<file path="src/pstep_pkg.sv">
/*
 * Shared constants for the pitch step controller: clock rates, debounce
 * timing, step limits, register offsets and the sampling period table.
 * Assumes a 200 MHz system clock from which a 4 MHz master tick is divided.
 */
package pstep_pkg;

    // Clock rates and the divider that makes the 4 MHz master tick.
    localparam int CLK_KHZ = 200000;
    localparam int MASTER_KHZ = 4000;
    localparam int TICK_DIV = CLK_KHZ / MASTER_KHZ;
    localparam int TICK_DIV_W = 6;
    localparam int TICKS_PER_US = MASTER_KHZ / 1000;

    // Chatter suppression time and its length in master ticks.
    localparam int DEBOUNCE_MS = 62;
    localparam int DEBOUNCE_TICKS = DEBOUNCE_MS * MASTER_KHZ;
    localparam int DEBOUNCE_W = 18;

    // Number of filtered inputs: four select lines, raise, lower, centre.
    localparam int NUM_INPUTS = 7;
    localparam int IDX_RAISE = 4;
    localparam int IDX_LOWER = 5;
    localparam int IDX_CENTER = 6;

    // Pitch step range and the value after reset.
    localparam logic [4:0] STEP_MIN = 5'h00;
    localparam logic [4:0] STEP_CENTER = 5'h08;
    localparam logic [4:0] STEP_MAX = 5'h10;
    localparam logic [4:0] STEP_RESET = STEP_CENTER;

    // Sampling period counter width in master ticks (908 ticks at most).
    localparam int PERIOD_W = 10;

    // Register map, byte addresses on the 32-bit register bus.
    localparam int ADDR_W = 8;
    localparam logic [7:0] ADDR_CTRL = 8'h00;
    localparam logic [7:0] ADDR_STATUS = 8'h04;
    localparam logic [7:0] ADDR_PERIOD = 8'h08;
    localparam int CTRL_MODE_BIT = 0;
    localparam logic CTRL_MODE_RESET = 1'b0;
    localparam int STATUS_INPUTS_LSB = 8;

    // Bus responses.
    localparam logic [1:0] RESP_OKAY = 2'h0;
    localparam logic [1:0] RESP_SLVERR = 2'h2;

    // DA sampling period in microseconds for each pitch step.
    function automatic logic [7:0] period_us(input logic [4:0] step);
        case (step)
            5'h00: period_us = 8'd227;
            5'h01: period_us = 8'd202;
            5'h02: period_us = 8'd190;
            5'h03: period_us = 8'd180;
            5'h04: period_us = 8'd160;
            5'h05: period_us = 8'd151;
            5'h06: period_us = 8'd143;
            5'h07: period_us = 8'd127;
            5'h08: period_us = 8'd120;
            5'h09: period_us = 8'd113;
            5'h0a: period_us = 8'd101;
            5'h0b: period_us = 8'd90;
            5'h0c: period_us = 8'd90;
            5'h0d: period_us = 8'd80;
            5'h0e: period_us = 8'd76;
            5'h0f: period_us = 8'd71;
            default: period_us = 8'd60;
        endcase
    endfunction

endpackage

</file>
<file path="src/pstep_ctrl.sv">
/*
 * Pitch step controller: debounces the pitch inputs, keeps the pitch step
 * in direct-select or stepping mode and paces the DA sampling strobe.
 * Assumes the pitch inputs come asynchronously from switches or another
 * controller, and that an AXI4-Lite master on CLK reaches the registers.
 */
// The register addresses and the AXI4-Lite slave port are this design's own decisions.
module pstep_ctrl #(
    parameter int DEBOUNCE_TICKS = pstep_pkg::DEBOUNCE_TICKS
) (
    // Clock and reset.
    input wire logic CLK,
    input wire logic SYS_RST,
    // Pitch control pins.
    input wire logic [3:0] STEP_SEL,
    input wire logic PITCH_RAISE_PULSE,
    input wire logic PITCH_LOWER_PULSE,
    input wire logic PITCH_CENTER_PULSE,
    // Converter side.
    output logic [4:0] PITCH_STEP,
    output logic DA_SAMPLE_STROBE,
    // AXI4-Lite write address channel.
    input wire logic [pstep_pkg::ADDR_W-1:0] S_AXI_AWADDR,
    input wire logic S_AXI_AWVALID,
    output logic S_AXI_AWREADY,
    // AXI4-Lite write data channel.
    input wire logic [31:0] S_AXI_WDATA,
    input wire logic [3:0] S_AXI_WSTRB,
    input wire logic S_AXI_WVALID,
    output logic S_AXI_WREADY,
    // AXI4-Lite write response channel.
    output logic [1:0] S_AXI_BRESP,
    output logic S_AXI_BVALID,
    input wire logic S_AXI_BREADY,
    // AXI4-Lite read address channel.
    input wire logic [pstep_pkg::ADDR_W-1:0] S_AXI_ARADDR,
    input wire logic S_AXI_ARVALID,
    output logic S_AXI_ARREADY,
    // AXI4-Lite read data channel.
    output logic [31:0] S_AXI_RDATA,
    output logic [1:0] S_AXI_RRESP,
    output logic S_AXI_RVALID,
    input wire logic S_AXI_RREADY
);

    localparam int NI = pstep_pkg::NUM_INPUTS;
    localparam logic [pstep_pkg::DEBOUNCE_W-1:0] DEB_LAST =
        pstep_pkg::DEBOUNCE_W'(DEBOUNCE_TICKS - 1);
    localparam logic [pstep_pkg::TICK_DIV_W-1:0] DIV_LAST =
        pstep_pkg::TICK_DIV_W'(pstep_pkg::TICK_DIV - 1);

    // Master tick divider.
    logic [pstep_pkg::TICK_DIV_W-1:0] div_q;
    logic tick_q;

    // Input synchronisers and chatter filters.
    logic [NI-1:0] sync1_q;
    logic [NI-1:0] sync2_q;
    logic [NI-1:0] clean_q;
    logic [NI-1:0] clean_prev_q;
    logic [pstep_pkg::DEBOUNCE_W-1:0] deb_cnt_q [NI];

    // Step state and sampling pacing.
    logic [4:0] step_q;
    logic [4:0] step_d;
    logic [pstep_pkg::PERIOD_W-1:0] per_cnt_q;
    logic strobe_q;

    // Register file and bus state.
    logic mode_direct_q;
    logic awready_q;
    logic wready_q;
    logic aw_got_q;
    logic w_got_q;
    logic [pstep_pkg::ADDR_W-1:0] awaddr_q;
    logic [31:0] wdata_q;
    logic [3:0] wstrb_q;
    logic bvalid_q;
    logic [1:0] bresp_q;
    logic arready_q;
    logic rvalid_q;
    logic [31:0] rdata_q;
    logic [1:0] rresp_q;

    wire logic [NI-1:0] raw_in = {PITCH_CENTER_PULSE, PITCH_LOWER_PULSE,
                                   PITCH_RAISE_PULSE, STEP_SEL};
    wire logic [NI-1:0] rise = clean_q & ~clean_prev_q;
    wire logic raise_rise = rise[pstep_pkg::IDX_RAISE];
    wire logic lower_rise = rise[pstep_pkg::IDX_LOWER];
    wire logic raise_lvl = clean_q[pstep_pkg::IDX_RAISE];
    wire logic lower_lvl = clean_q[pstep_pkg::IDX_LOWER];
    // A raise arriving while lower is already held counts as both together.
    wire logic center_hit = rise[pstep_pkg::IDX_CENTER]
                          | (raise_rise & lower_lvl)
                          | (lower_rise & raise_lvl);
    wire logic [7:0] cur_us = pstep_pkg::period_us(step_q);
    wire logic [pstep_pkg::PERIOD_W-1:0] per_last =
        pstep_pkg::PERIOD_W'(int'(cur_us) * pstep_pkg::TICKS_PER_US - 1);
    wire logic per_wrap = per_cnt_q >= per_last;

    // Step selection.
    always_comb begin
        step_d = step_q;
        if (mode_direct_q) begin
            step_d = {1'b0, clean_q[3:0]};
        end else if (center_hit) begin
            step_d = pstep_pkg::STEP_CENTER;
        end else if (raise_rise && step_q != pstep_pkg::STEP_MAX) begin
            step_d = step_q + 5'h01;
        end else if (lower_rise && step_q != pstep_pkg::STEP_MIN) begin
            step_d = step_q - 5'h01;
        end
    end

    // Master tick at 4 MHz.
    always_ff @(posedge CLK) begin
        if (SYS_RST || div_q == DIV_LAST) begin
            div_q <= '0;
        end else begin
            div_q <= div_q + 1'b1;
        end
        tick_q <= !SYS_RST && div_q == DIV_LAST;
    end

    // Two-stage synchroniser; only the second stage feeds the filters.
    always_ff @(posedge CLK) begin
        if (SYS_RST) begin
            sync1_q <= '0;
            sync2_q <= '0;
        end else begin
            sync1_q <= raw_in;
            sync2_q <= sync1_q;
        end
    end

    // Chatter filter: a level must differ from the accepted one for the whole
    // debounce time before it is taken; any bounce back restarts the count.
    always_ff @(posedge CLK) begin
        if (SYS_RST) begin
            clean_q <= '0;
            clean_prev_q <= '0;
            for (int i = 0; i < NI; i++) begin
                deb_cnt_q[i] <= '0;
            end
        end else begin
            clean_prev_q <= clean_q;
            for (int i = 0; i < NI; i++) begin
                if (sync2_q[i] == clean_q[i]) begin
                    deb_cnt_q[i] <= '0;
                end else if (tick_q && deb_cnt_q[i] == DEB_LAST) begin
                    deb_cnt_q[i] <= '0;
                    clean_q[i] <= sync2_q[i];
                end else if (tick_q) begin
                    deb_cnt_q[i] <= deb_cnt_q[i] + 1'b1;
                end
            end
        end
    end

    // Step register and sampling strobe. The period counter compares with
    // greater-or-equal so a step change to a shorter period never overruns.
    always_ff @(posedge CLK) begin
        if (SYS_RST) begin
            step_q <= pstep_pkg::STEP_RESET;
            per_cnt_q <= '0;
            strobe_q <= 1'b0;
        end else begin
            step_q <= step_d;
            strobe_q <= tick_q && per_wrap;
            if (tick_q) begin
                per_cnt_q <= per_wrap ? '0 : per_cnt_q + 1'b1;
            end
        end
    end

    // Word compare; the two low address bits are ignored, so any byte address
    // inside a register reaches the whole register.
    function automatic logic hits(input logic [pstep_pkg::ADDR_W-1:0] addr,
                                  input logic [pstep_pkg::ADDR_W-1:0] base);
        hits = addr[pstep_pkg::ADDR_W-1:2] == base[pstep_pkg::ADDR_W-1:2];
    endfunction

    function automatic logic mapped(input logic [pstep_pkg::ADDR_W-1:0] addr);
        mapped = hits(addr, pstep_pkg::ADDR_CTRL)
               || hits(addr, pstep_pkg::ADDR_STATUS)
               || hits(addr, pstep_pkg::ADDR_PERIOD);
    endfunction

    // Register decode.
    wire logic wr_fire = aw_got_q && w_got_q && !bvalid_q;
    wire logic wr_ctrl = hits(awaddr_q, pstep_pkg::ADDR_CTRL);
    wire logic wr_known = mapped(awaddr_q);
    wire logic aw_take = S_AXI_AWVALID && awready_q;
    wire logic w_take = S_AXI_WVALID && wready_q;
    wire logic b_done = bvalid_q && S_AXI_BREADY;
    wire logic ar_fire = S_AXI_ARVALID && arready_q;
    wire logic rd_ctrl = hits(S_AXI_ARADDR, pstep_pkg::ADDR_CTRL);
    wire logic rd_stat = hits(S_AXI_ARADDR, pstep_pkg::ADDR_STATUS);
    wire logic rd_per = hits(S_AXI_ARADDR, pstep_pkg::ADDR_PERIOD);
    wire logic rd_known = mapped(S_AXI_ARADDR);
    wire logic [31:0] ctrl_word = {31'h0, mode_direct_q};
    wire logic [31:0] stat_word = {17'h0, clean_q, 3'h0, step_q};
    wire logic [31:0] per_word = {24'h0, cur_us};
    wire logic [31:0] rd_word = rd_ctrl ? ctrl_word
                              : rd_stat ? stat_word
                              : rd_per ? per_word : 32'h0;

    // Write address channel: the ready stays low until the response is taken,
    // so a take and a release can never fall in the same cycle.
    always_ff @(posedge CLK) begin
        if (SYS_RST) begin
            awready_q <= 1'b1;
            aw_got_q <= 1'b0;
            awaddr_q <= '0;
        end else if (aw_take) begin
            awaddr_q <= S_AXI_AWADDR;
            aw_got_q <= 1'b1;
            awready_q <= 1'b0;
        end else if (b_done) begin
            aw_got_q <= 1'b0;
            awready_q <= 1'b1;
        end
    end

    // Write data channel: taken in either order relative to the address.
    always_ff @(posedge CLK) begin
        if (SYS_RST) begin
            wready_q <= 1'b1;
            w_got_q <= 1'b0;
            wdata_q <= '0;
            wstrb_q <= '0;
        end else if (w_take) begin
            wdata_q <= S_AXI_WDATA;
            wstrb_q <= S_AXI_WSTRB;
            w_got_q <= 1'b1;
            wready_q <= 1'b0;
        end else if (b_done) begin
            w_got_q <= 1'b0;
            wready_q <= 1'b1;
        end
    end

    // Response and control register: the write lands once both halves are in.
    always_ff @(posedge CLK) begin
        if (SYS_RST) begin
            bvalid_q <= 1'b0;
            bresp_q <= pstep_pkg::RESP_OKAY;
            mode_direct_q <= pstep_pkg::CTRL_MODE_RESET;
        end else if (wr_fire) begin
            bvalid_q <= 1'b1;
            bresp_q <= wr_known ? pstep_pkg::RESP_OKAY : pstep_pkg::RESP_SLVERR;
            if (wr_ctrl && wstrb_q[0]) begin
                mode_direct_q <= wdata_q[pstep_pkg::CTRL_MODE_BIT];
            end
        end else if (b_done) begin
            bvalid_q <= 1'b0;
        end
    end

    // Read channel: one read at a time. The address is decoded straight from
    // the bus pins, so it must stand with its valid at the taking edge.
    always_ff @(posedge CLK) begin
        if (SYS_RST) begin
            arready_q <= 1'b1;
            rvalid_q <= 1'b0;
            rdata_q <= '0;
            rresp_q <= pstep_pkg::RESP_OKAY;
        end else if (ar_fire) begin
            arready_q <= 1'b0;
            rvalid_q <= 1'b1;
            rdata_q <= rd_word;
            rresp_q <= rd_known ? pstep_pkg::RESP_OKAY : pstep_pkg::RESP_SLVERR;
        end else if (rvalid_q && S_AXI_RREADY) begin
            rvalid_q <= 1'b0;
            arready_q <= 1'b1;
        end
    end

    assign PITCH_STEP = step_q;
    assign DA_SAMPLE_STROBE = strobe_q;
    assign S_AXI_AWREADY = awready_q;
    assign S_AXI_WREADY = wready_q;
    assign S_AXI_BVALID = bvalid_q;
    assign S_AXI_BRESP = bresp_q;
    assign S_AXI_ARREADY = arready_q;
    assign S_AXI_RVALID = rvalid_q;
    assign S_AXI_RDATA = rdata_q;
    assign S_AXI_RRESP = rresp_q;

endmodule

</file>
<file path="config.mk">
export PLATFORM = sky130hd
export DESIGN_NAME = pstep_ctrl
export DESIGN_NICKNAME = d
export VERILOG_FILES = /design/src/pstep_pkg.sv /design/src/pstep_ctrl.sv
export SDC_FILE = /design/constraint.sdc
export NUM_CORES = 1
export LEC_CHECK = 0
export ABC_AREA = 1
export BUFFER_PORTS_ARGS = -buffer_cell sky130_fd_sc_hd__buf_2
export CORE_MARGIN = 2
export CORE_UTILIZATION = 62
export CTS_BUF_LIST = sky130_fd_sc_hd__clkbuf_4 sky130_fd_sc_hd__clkbuf_8
export CTS_CLUSTER_DIAMETER = 40
export CTS_CLUSTER_SIZE = 12
export DETAILED_ROUTE_END_ITERATION = 7
export PLACE_DENSITY_LB_ADDON = 0.15
export RECOVER_POWER = 100
export SYNTH_ARGS = -nofsm -noshare
export SYNTH_HDL_FRONTEND = slang
export SYNTH_SLANG_ARGS = --single-unit
</file>
<file path="constraint.sdc">
create_clock -name CLK -period 2.9 [get_ports CLK]
set_input_delay 0.29 -clock CLK [delete_from_list [all_inputs] [get_ports CLK]]
set_output_delay 0.29 -clock CLK [all_outputs]
set_load 0.02 [all_outputs]
</file>
### After elaboration in Yosys (flattened, before gate mapping)

Memories as Yosys holds them, arrays and structs flattened. A register that Yosys moved wholly into a read port is not among the register bits.
Cells that the tools add are included.
W data, S select, Z words.

* memories: 2
* input bits: 66
* logic and storage cells: 268
* output and inout bits: 47
* bits in writable memories: 126
* bits in latches: 0
* bits in registers: 105
* ROM bits: 128

Memories
* (no name shown): depth 16, width 8, read ports 1, clocked after Yosys merged registers in 1, wr ports 0, line pstep_pkg.sv:50 `case (step)`
* deb_cnt_q: depth 7, width 18, read ports 7, clocked after Yosys merged registers in 0, wr ports 7, line pstep_ctrl.sv:61 `logic [pstep_pkg::DEBOUNCE_W-1:0] deb_cnt_q [NI];`

* bitwise gates (word level): 34
* $add $sub $neg: 12
* divide/modulo/power cells: 0
* $lt $le $gt $ge: 1
* reduce and logical (&&, ||, !) cells: 44
* equal/unequal tests: 20
* multiplexer cells: 125
* shift operators: 0
* $mul: 0

Operators by type and width (count)
* $mux W18: 21
* $add A18 B1 Y18 const B: 7
* $eq A18 B18 Y1 const B: 7
* $mux W1: 91
* $mux W15: 2
* $or A1 B1 Y1: 23
* $logic_and A1 B1 Y1: 19
* $mux W4: 4
* $mux W8: 2
* $reduce_and A2 Y1: 8
* $eq A6 B1 Y1 const B: 2
* $eq A6 B2 Y1 const B: 2
* $logic_not A6 Y1: 2
* $add A10 B1 Y10 const B: 1
* $ge A10 B10 Y1: 1
* $mux W10: 1
* $mux W5: 2
* $reduce_bool A2 Y1: 5
* $sub A10 B1 Y10 const B: 1
* $and A7 B7 Y7: 1
* $eq A1 B1 Y1: 7
* $not A1 Y1: 7
* $not A7 Y7: 1
* $add A6 B1 Y6 const B: 1
* 11 further kinds: 18

### Depth between registers and ports, before layout

Gate-level depths: netlist (run 1).

* depth in word-level cells: 9
* depth in mapped cells: 18
* gate-level depth less buffers: 18

### Worst setup path after synthesis (run 1)

OpenSTA, ideal clock, no wires.

* kind: flip-flop to flip-flop
* start point: reg step_q[2] (netlist: PITCH_STEP[2])
* end point: reg with a tool-made name
* data required time: 2.788 ns
* slack: 0.420 ns
* setup time: 0.112 ns
* buffers on the path: 0
* arrival time: 2.368 ns
* cell stages (with the launch flop): 17
* clock period less this slack: 2.480 ns
* path through: dfxtp_1 -> nor2_1 -> nand3_1 -> nand2_2 -> inv_1 -> fa_1 -> nand3b_1 -> nand2_1 -> inv_1 -> nand2_1 -> nand3_1 -> inv_1 -> ha_1 -> nor2_1 -> nand3_1 -> nand3_1 -> nand2_1

RTL lines
* start: declaration: line pstep_ctrl.sv:64 `logic [4:0] step_q;`
* start signal: assignment: line pstep_ctrl.sv:164 `step_q <= pstep_pkg::STEP_RESET;`
* start signal: assignment: line pstep_ctrl.sv:168 `step_q <= step_d;`

==> results of run 1 <==
==> synth_stat cells, drive strengths merged, types with 30 or more instances <==
cell type | n | area (um^2)
nor2 | 202 | 838
o21ai | 45 | 225
nand4 | 44 | 282
nand3 | 93 | 536
edfxtp | 126 | 3780
nand2 | 287 | 1090
xor2 | 31 | 272
buf | 30 | 219
a21oi | 84 | 420
inv | 189 | 709
nor3 | 61 | 364
dfxtp | 88 | 1760
==> layout make-up <==
class / instances / area (um^2)
timing repair buffer: 84 / 439
sequential: 214 / 5550
clock inverter: 20 / 181
tap: 234 / 293
multi-input combinational: 990 / 5140
inverter: 189 / 709
fill: 1555 / 5810
clock buffer: 36 / 464
==> timing repair <==
item / 4_1_cts / 5_1_grt
resized for setup: 0 / 1
hold buffers: 11 / 0
endpoints found under the setup margin: 0 / 7
hold endpoints to repair: 11 / 0
buffers inserted: 0 / 0
==> per-layer routing <==
layer	vias to the layer above	part of all wire, %	global-route usage, %
met5	-	0	0
met4	0	2.1	6.63
met3	46	4.1	3.70
met2	170	47	40.9
met1	4288	47	32.7
li1	4860	-	-
==> sequential cells by signal (all words and copies together), names as in the netlist, 3 cells and up, named ones only <==
register	flops
sync2_q	7
clean_q	7
PITCH_STEP	5
per_cnt_q	10
deb_cnt_q	126
div_q	6
awaddr_q	6
S_AXI_RDATA	15
clean_prev_q	3
sync1_q	7
==> logic make-up after synthesis <==
| logic type | Yosys count | share of synthesized area [%] |
|---|---|---|
| adder cells (fa/ha/maj) | 30 | 3.28 |
| AO/OA/AOI/OAI | 154 | 7.26 |
| flip-flops | 214 | 47.5 |
| XOR/XNOR | 50 | 3.75 |
| buffers and inverters | 231 | 8.36 |
| other | 1 | 0.0322 |
| AND/OR/NAND/NOR | 737 | 29.8 |
==> report_power, final <==
group / switching [W] / total [W] / internal (W)
clock: 0.00124 / 0.00252 / 0.00128
combinational: 0.000180 / 0.000267 / 0.0000865
sequential: 0.0000715 / 0.00335 / 0.00327
==> per-stage QoR <==
step | hold WS (ps) | cells | worst slack [ps] | utilization (%)
global placement | 392 | 1700 | 383 | 65.5
CTS | 0.267 | 1767 | 303 | 69.6
global route | 10.3 | 1767 | 19.6 | 68.7
finish | 9.92 | 1767 | 313 | 68.7
floorplan | 373 | 1435 | 420 | -
detailed placement | 396 | 1700 | 335 | 65.5
==> worst max-delay path, cell delays in order (launching register included) <==
cell and delay (ps):
dfxtp_1 570, inv_1 300, nor2_1 210, clkbuf_1 330, nand3_1 590, a21oi_1 300, o21a_1 150
==> worst max path at each step <==
stage / start / endpoint / slack, ps
5_1_grt: PITCH_STEP[4]$_SDFFE_PP0P_ / per_cnt_q[2]$_SDFFE_PP0P_ / 20
6_report: tick_q$_DFF_P_ / deb_cnt_q[4][16]$_SDFFCE_PN0P_ / 310
2_1_floorplan: PITCH_STEP[2]$_SDFFE_PP0N_ / flop / 420
4_1_cts: PITCH_STEP[4]$_SDFFE_PP0P_ / per_cnt_q[7]$_SDFFE_PP0P_ / 300
3_5_place_dp: PITCH_STEP[4]$_SDFFE_PP0P_ / per_cnt_q[3]$_SDFFE_PP0P_ / 340
3_3_place_gp: PITCH_STEP[4]$_SDFFE_PP0P_ / flop / 380
==> flow_metrics.tcl, run 1 <==
set metrics [dict create \
    viasPerCell 5.30 \
    hold_violations 0 \
    grt_pass1_wl_um 40400 \
    grt_pass1_vias 8810 \
    place_area_um2 12200 \
    dr.pass1.iters 5 \
    rsz0062_at_grt "false" \
    cap_viol_max_count 0 \
    antenna_found_initial 0 \
    cts_max_level 1 \
    area_growth_pct 9.52 \
    crit_fanout 18 \
    synth-seq-area-share_pct 47.5 \
    design_area_um2 12800 \
    hpwl_um 17100 \
    yosys_warnings 0 \
    async_flop_share_pct 0 \
    worst_pin_slew_ps 1300 \
    num_antenna_cells 0 \
    power.leakage_nw 5.23 \
    power.total_w 0.00613 \
    yosysUniqueCellTypes 51 \
    hold_end "awaddr_q[7]$_SDFFE_PP0P_" \
    syn_area_um2 11700 \
    antenna_left 0 \
    skew_ps 13.4 \
    power_density_nw_per_um2 480 \
    ys_ff_latch 214 \
    worstPathRequired_ps 3340 \
    syn_area_per_cell_um2 8.23 \
    fin_setup_tns_ps 0 \
    cts_tree "built" \
    nets 1605 \
    clock.fmax_ghz 0.386 \
    clock_latency_ps 580 \
    finalCriticalPeriod_ps 2590 \
    grt_max_degree 29 \
    final_cell_mix "nand2_1 (282), inv_1 (184), nor2_1 (182)" \
    drtIter0Drc 475 \
    overflow 0 \
    layout_commonest_cell "nand2_1" \
    row_count 50 \
    wl_per_cell_um 13.6 \
    maxSlewViolCount 0 \
    vias 9364 \
    relSlewSlack_pct 13.3 \
    min_period_over_period_pct 89.2 \
    rr_worst_depth 6 \
    clock_path_buffers 3 \
    drc 0 \
    end_kind "flop" \
    clk_pin_slew_worst_paths_ps 70 \
    hold_path_class "in -> reg" \
    synth_edf_count 126 \
    cts_sinks 214 \
    postSynth.topFlopCell "edfxtp_1" \
    cp.arrival_ps 3030 \
    rrSetupSlack_ps 310 \
    rr_startpoint "tick_q$_DFF_P_" \
    die_w_um 141 \
    outcome "complete, no violations" \
    drive_above_1_share_pct 9.52 \
    die_area_um2 19900 \
    io_pins 113 \
    core_area_um2 18600 \
    reg2reg_to "deb_cnt_q[4][16]$_SDFFCE_PN0P_" \
    wirelength_um 24000 \
    synthCells 1417 \
    cp-start-kind "flop" \
    setup_viol 0 \
    grt_use_total_pct 24.2 \
    die_h_um 141 \
    io_buffer_count 55 \
    place_congestion 0.898 \
    vdd_drop_max_uv 327 \
    cts-root-buf "clkbuf_8" \
    worstHoldStart "S_AXI_AWADDR[7]" \
    cts-buffers-inserted 30 \
    start_util_pct 62.8 \
    critPathKind "reg -> reg" \
    hold_depth 3 \
]
No activity file was read; power rests on OpenSTA's default activity.
==> run 2: changes to the inputs <==
Settings changed: MAX_ROUTING_LAYER set to met4.
==> run 2 against run 1 <==
Compared with the run above: hold slack improved by 2.1 ps; clock-buffer cell count unchanged; via count hardly changed; cell count is the same; largest power group unchanged; fmax rose by 2.0%; global-route usage rose by 0.73 points; utilization stayed put; sequential power about the same; critical path depth is 10 higher.
==> flow_metrics.tcl, run 2 (synthesized netlist as in run 1, its figures left out) <==
set metrics [dict create \
    die_h_um 141 \
    wirelength_um 23900 \
    wl_per_cell_um 13.5 \
    num_antenna_cells 0 \
    skew_ps 14.1 \
    cap_viol_max_count 0 \
    place_area_um2 12200 \
    setup_viol 0 \
    drive_above_1_share_pct 9.52 \
    cp_slowest_cell "fa_1" \
    worstPathRequired_ps 3370 \
    cp.arrival_ps 3000 \
    groute.layer.met3.usage_pct 3.70 \
    die_area_um2 19900 \
    core_area_um2 18600 \
    place_congestion 0.915 \
    critPathBufInv 3 \
    outcome "complete, no violations" \
    cts_sinks 214 \
    rsz0062_at_grt "false" \
    vdd_drop_max_uv 324 \
    whs_ps 12.0 \
    busiest_layer "met2" \
    io_buffer_count 55 \
    end_kind "flop" \
    cts-buffers-inserted 30 \
    hpwl_um 17100 \
    drtIter0Drc 477 \
    critPathKind "reg -> reg" \
    crit_chain "nor2_1 > nand3_1 > nand2_2 > inv_1 > fa_1 > nand3b_1 > nand2_1 > inv_1 > nand2_1 > nand3_1 > ha_1 > inv_1 > nand3_1 > nand2_1 > nand2_1 > nand2_1" \
    fin_setup_tns_ps 0 \
    design_area_um2 12800 \
    worstHoldStart "S_AXI_AWADDR[7]" \
    worst_pin_slew_ps 1280 \
    hold_depth 3 \
    nets 1605 \
    antenna_found_initial 0 \
    hold_violations 0 \
    final_core_util_pct 68.7 \
    antenna_left 0 \
    top_register "deb_cnt_q" \
    grt_pass1_vias 8814 \
    power.leakage_nw 5.23 \
    dr.pass1.iters 5 \
    power.total_w 0.00613 \
    io_pins 113 \
    grt_pass1_wl_um 40400 \
    rrSetupSlack_ps 360 \
    die_w_um 141 \
    critical-path-max-stage-delay_ps 410 \
    maxSlewViolCount 0 \
    viasPerCell 5.30 \
    grt_use_total_pct 24.9 \
    largest_reg_flops 126 \
    row_count 50 \
    clock_path_buffers 3 \
    drc 0 \
    relSlewSlack_pct 14.7 \
    cp-start-kind "flop" \
    area_growth_pct 9.52 \
    cts_max_level 1 \
    finalCriticalPeriod_ps 2540 \
    final_cell_mix "nand2_1 (282), inv_1 (184), nor2_1 (182)" \
    layout_commonest_cell "nand2_1" \
    grt_util_met1_pct 32.7 \
    clock.fmax_ghz 0.394 \
    overflow 0 \
    grt_max_degree 29 \
    clock_latency_ps 580 \
    start_util_pct 62.8 \
    cts-root-buf "clkbuf_8" \
    cts_tree "built" \
    crit_fanout 6 \
    cpMostUsedCell "nand2_1" \
    rr_worst_depth 16 \
    min_period_over_period_pct 87.4 \
    vias 9358 \
    clk_pin_slew_worst_paths_ps 70 \
    power_density_nw_per_um2 480 \
    fill_cells 1555 \
    postCtsSetupRepairBufs 0 \
    hold_end "awaddr_q[7]$_SDFFE_PP0P_" \
    critical_path.top_delay_family "simple AND/OR/NAND/NOR gates" \
    rr_startpoint "PITCH_STEP[3]$_SDFFE_PP1N_" \
    hold_path_class "in -> reg" \
    grt.met2_usage_pct 40.9 \
]
-- run 2: cell counts in the layout (fill, tap and decap cells not counted) --
Identical to the previous run, type by type.
-- run 2: final cells by class --
type	instances	area, um^2	area share [%]
Sequential cell	214	5550	43.4
Multi-Input combinational cell	990	5140	40.2
Inverter	189	709	5.55
Clock buffer	36	464	3.63
Timing Repair Buffer	84	439	3.44
Tap cell	234	293	2.29
Clock inverter	20	181	1.42
-- run 2: what timing repair did --
action / in CTS / in global routing
hold endpoints to repair: 11 / 0
setup endpoints to repair: 0 / 7
resized for setup: 0 / 1
hold buffers: 11 / 0
-- run 2: layer usage --
layer	share of wire, %	vias to the layer above
met2	47	181
met4	1.9	0
met5	0	-
li1	-	4863
met1	47	4273
met3	4.3	41
-- run 2: metrics by stage --
step	std cells	worst slack, ps
after floorplan	1435	420
after global placement	1700	383
after detailed placement	1700	335
after CTS	1767	303
after global routing	1767	19.6
final	1767	365
-- run 2: tightest hold or removal path, cell delays in order --
cell     delay, ps
buf_2           70
o21ai_0         70
a21oi_1        110
-- run 2: how the worst max path moves through the flow --
stage | startpoint | endpoint | cells past startpoint
after detailed placement | PITCH_STEP[4]$_SDFFE_PP0P_ | per_cnt_q[3]$_SDFFE_PP0P_ | 16
after CTS | PITCH_STEP[4]$_SDFFE_PP0P_ | per_cnt_q[7]$_SDFFE_PP0P_ | 16
after floorplan | PITCH_STEP[2]$_SDFFE_PP0N_ | flop | 16
final | PITCH_STEP[3]$_SDFFE_PP1N_ | flop | 16
after global routing | PITCH_STEP[4]$_SDFFE_PP0P_ | per_cnt_q[2]$_SDFFE_PP0P_ | 18
after global placement | PITCH_STEP[4]$_SDFFE_PP0P_ | flop | 16
-- run 2: power by group --
| group | total [W] | internal (W) | switching, W |
|---|---|---|---|
| Combinational | 0.000267 | 0.0000865 | 0.000180 |
| Sequential | 0.00335 | 0.00327 | 0.0000715 |
| Clock | 0.00252 | 0.00128 | 0.00123 |
| Total | 0.00613 | 0.00464 | 0.00149 |
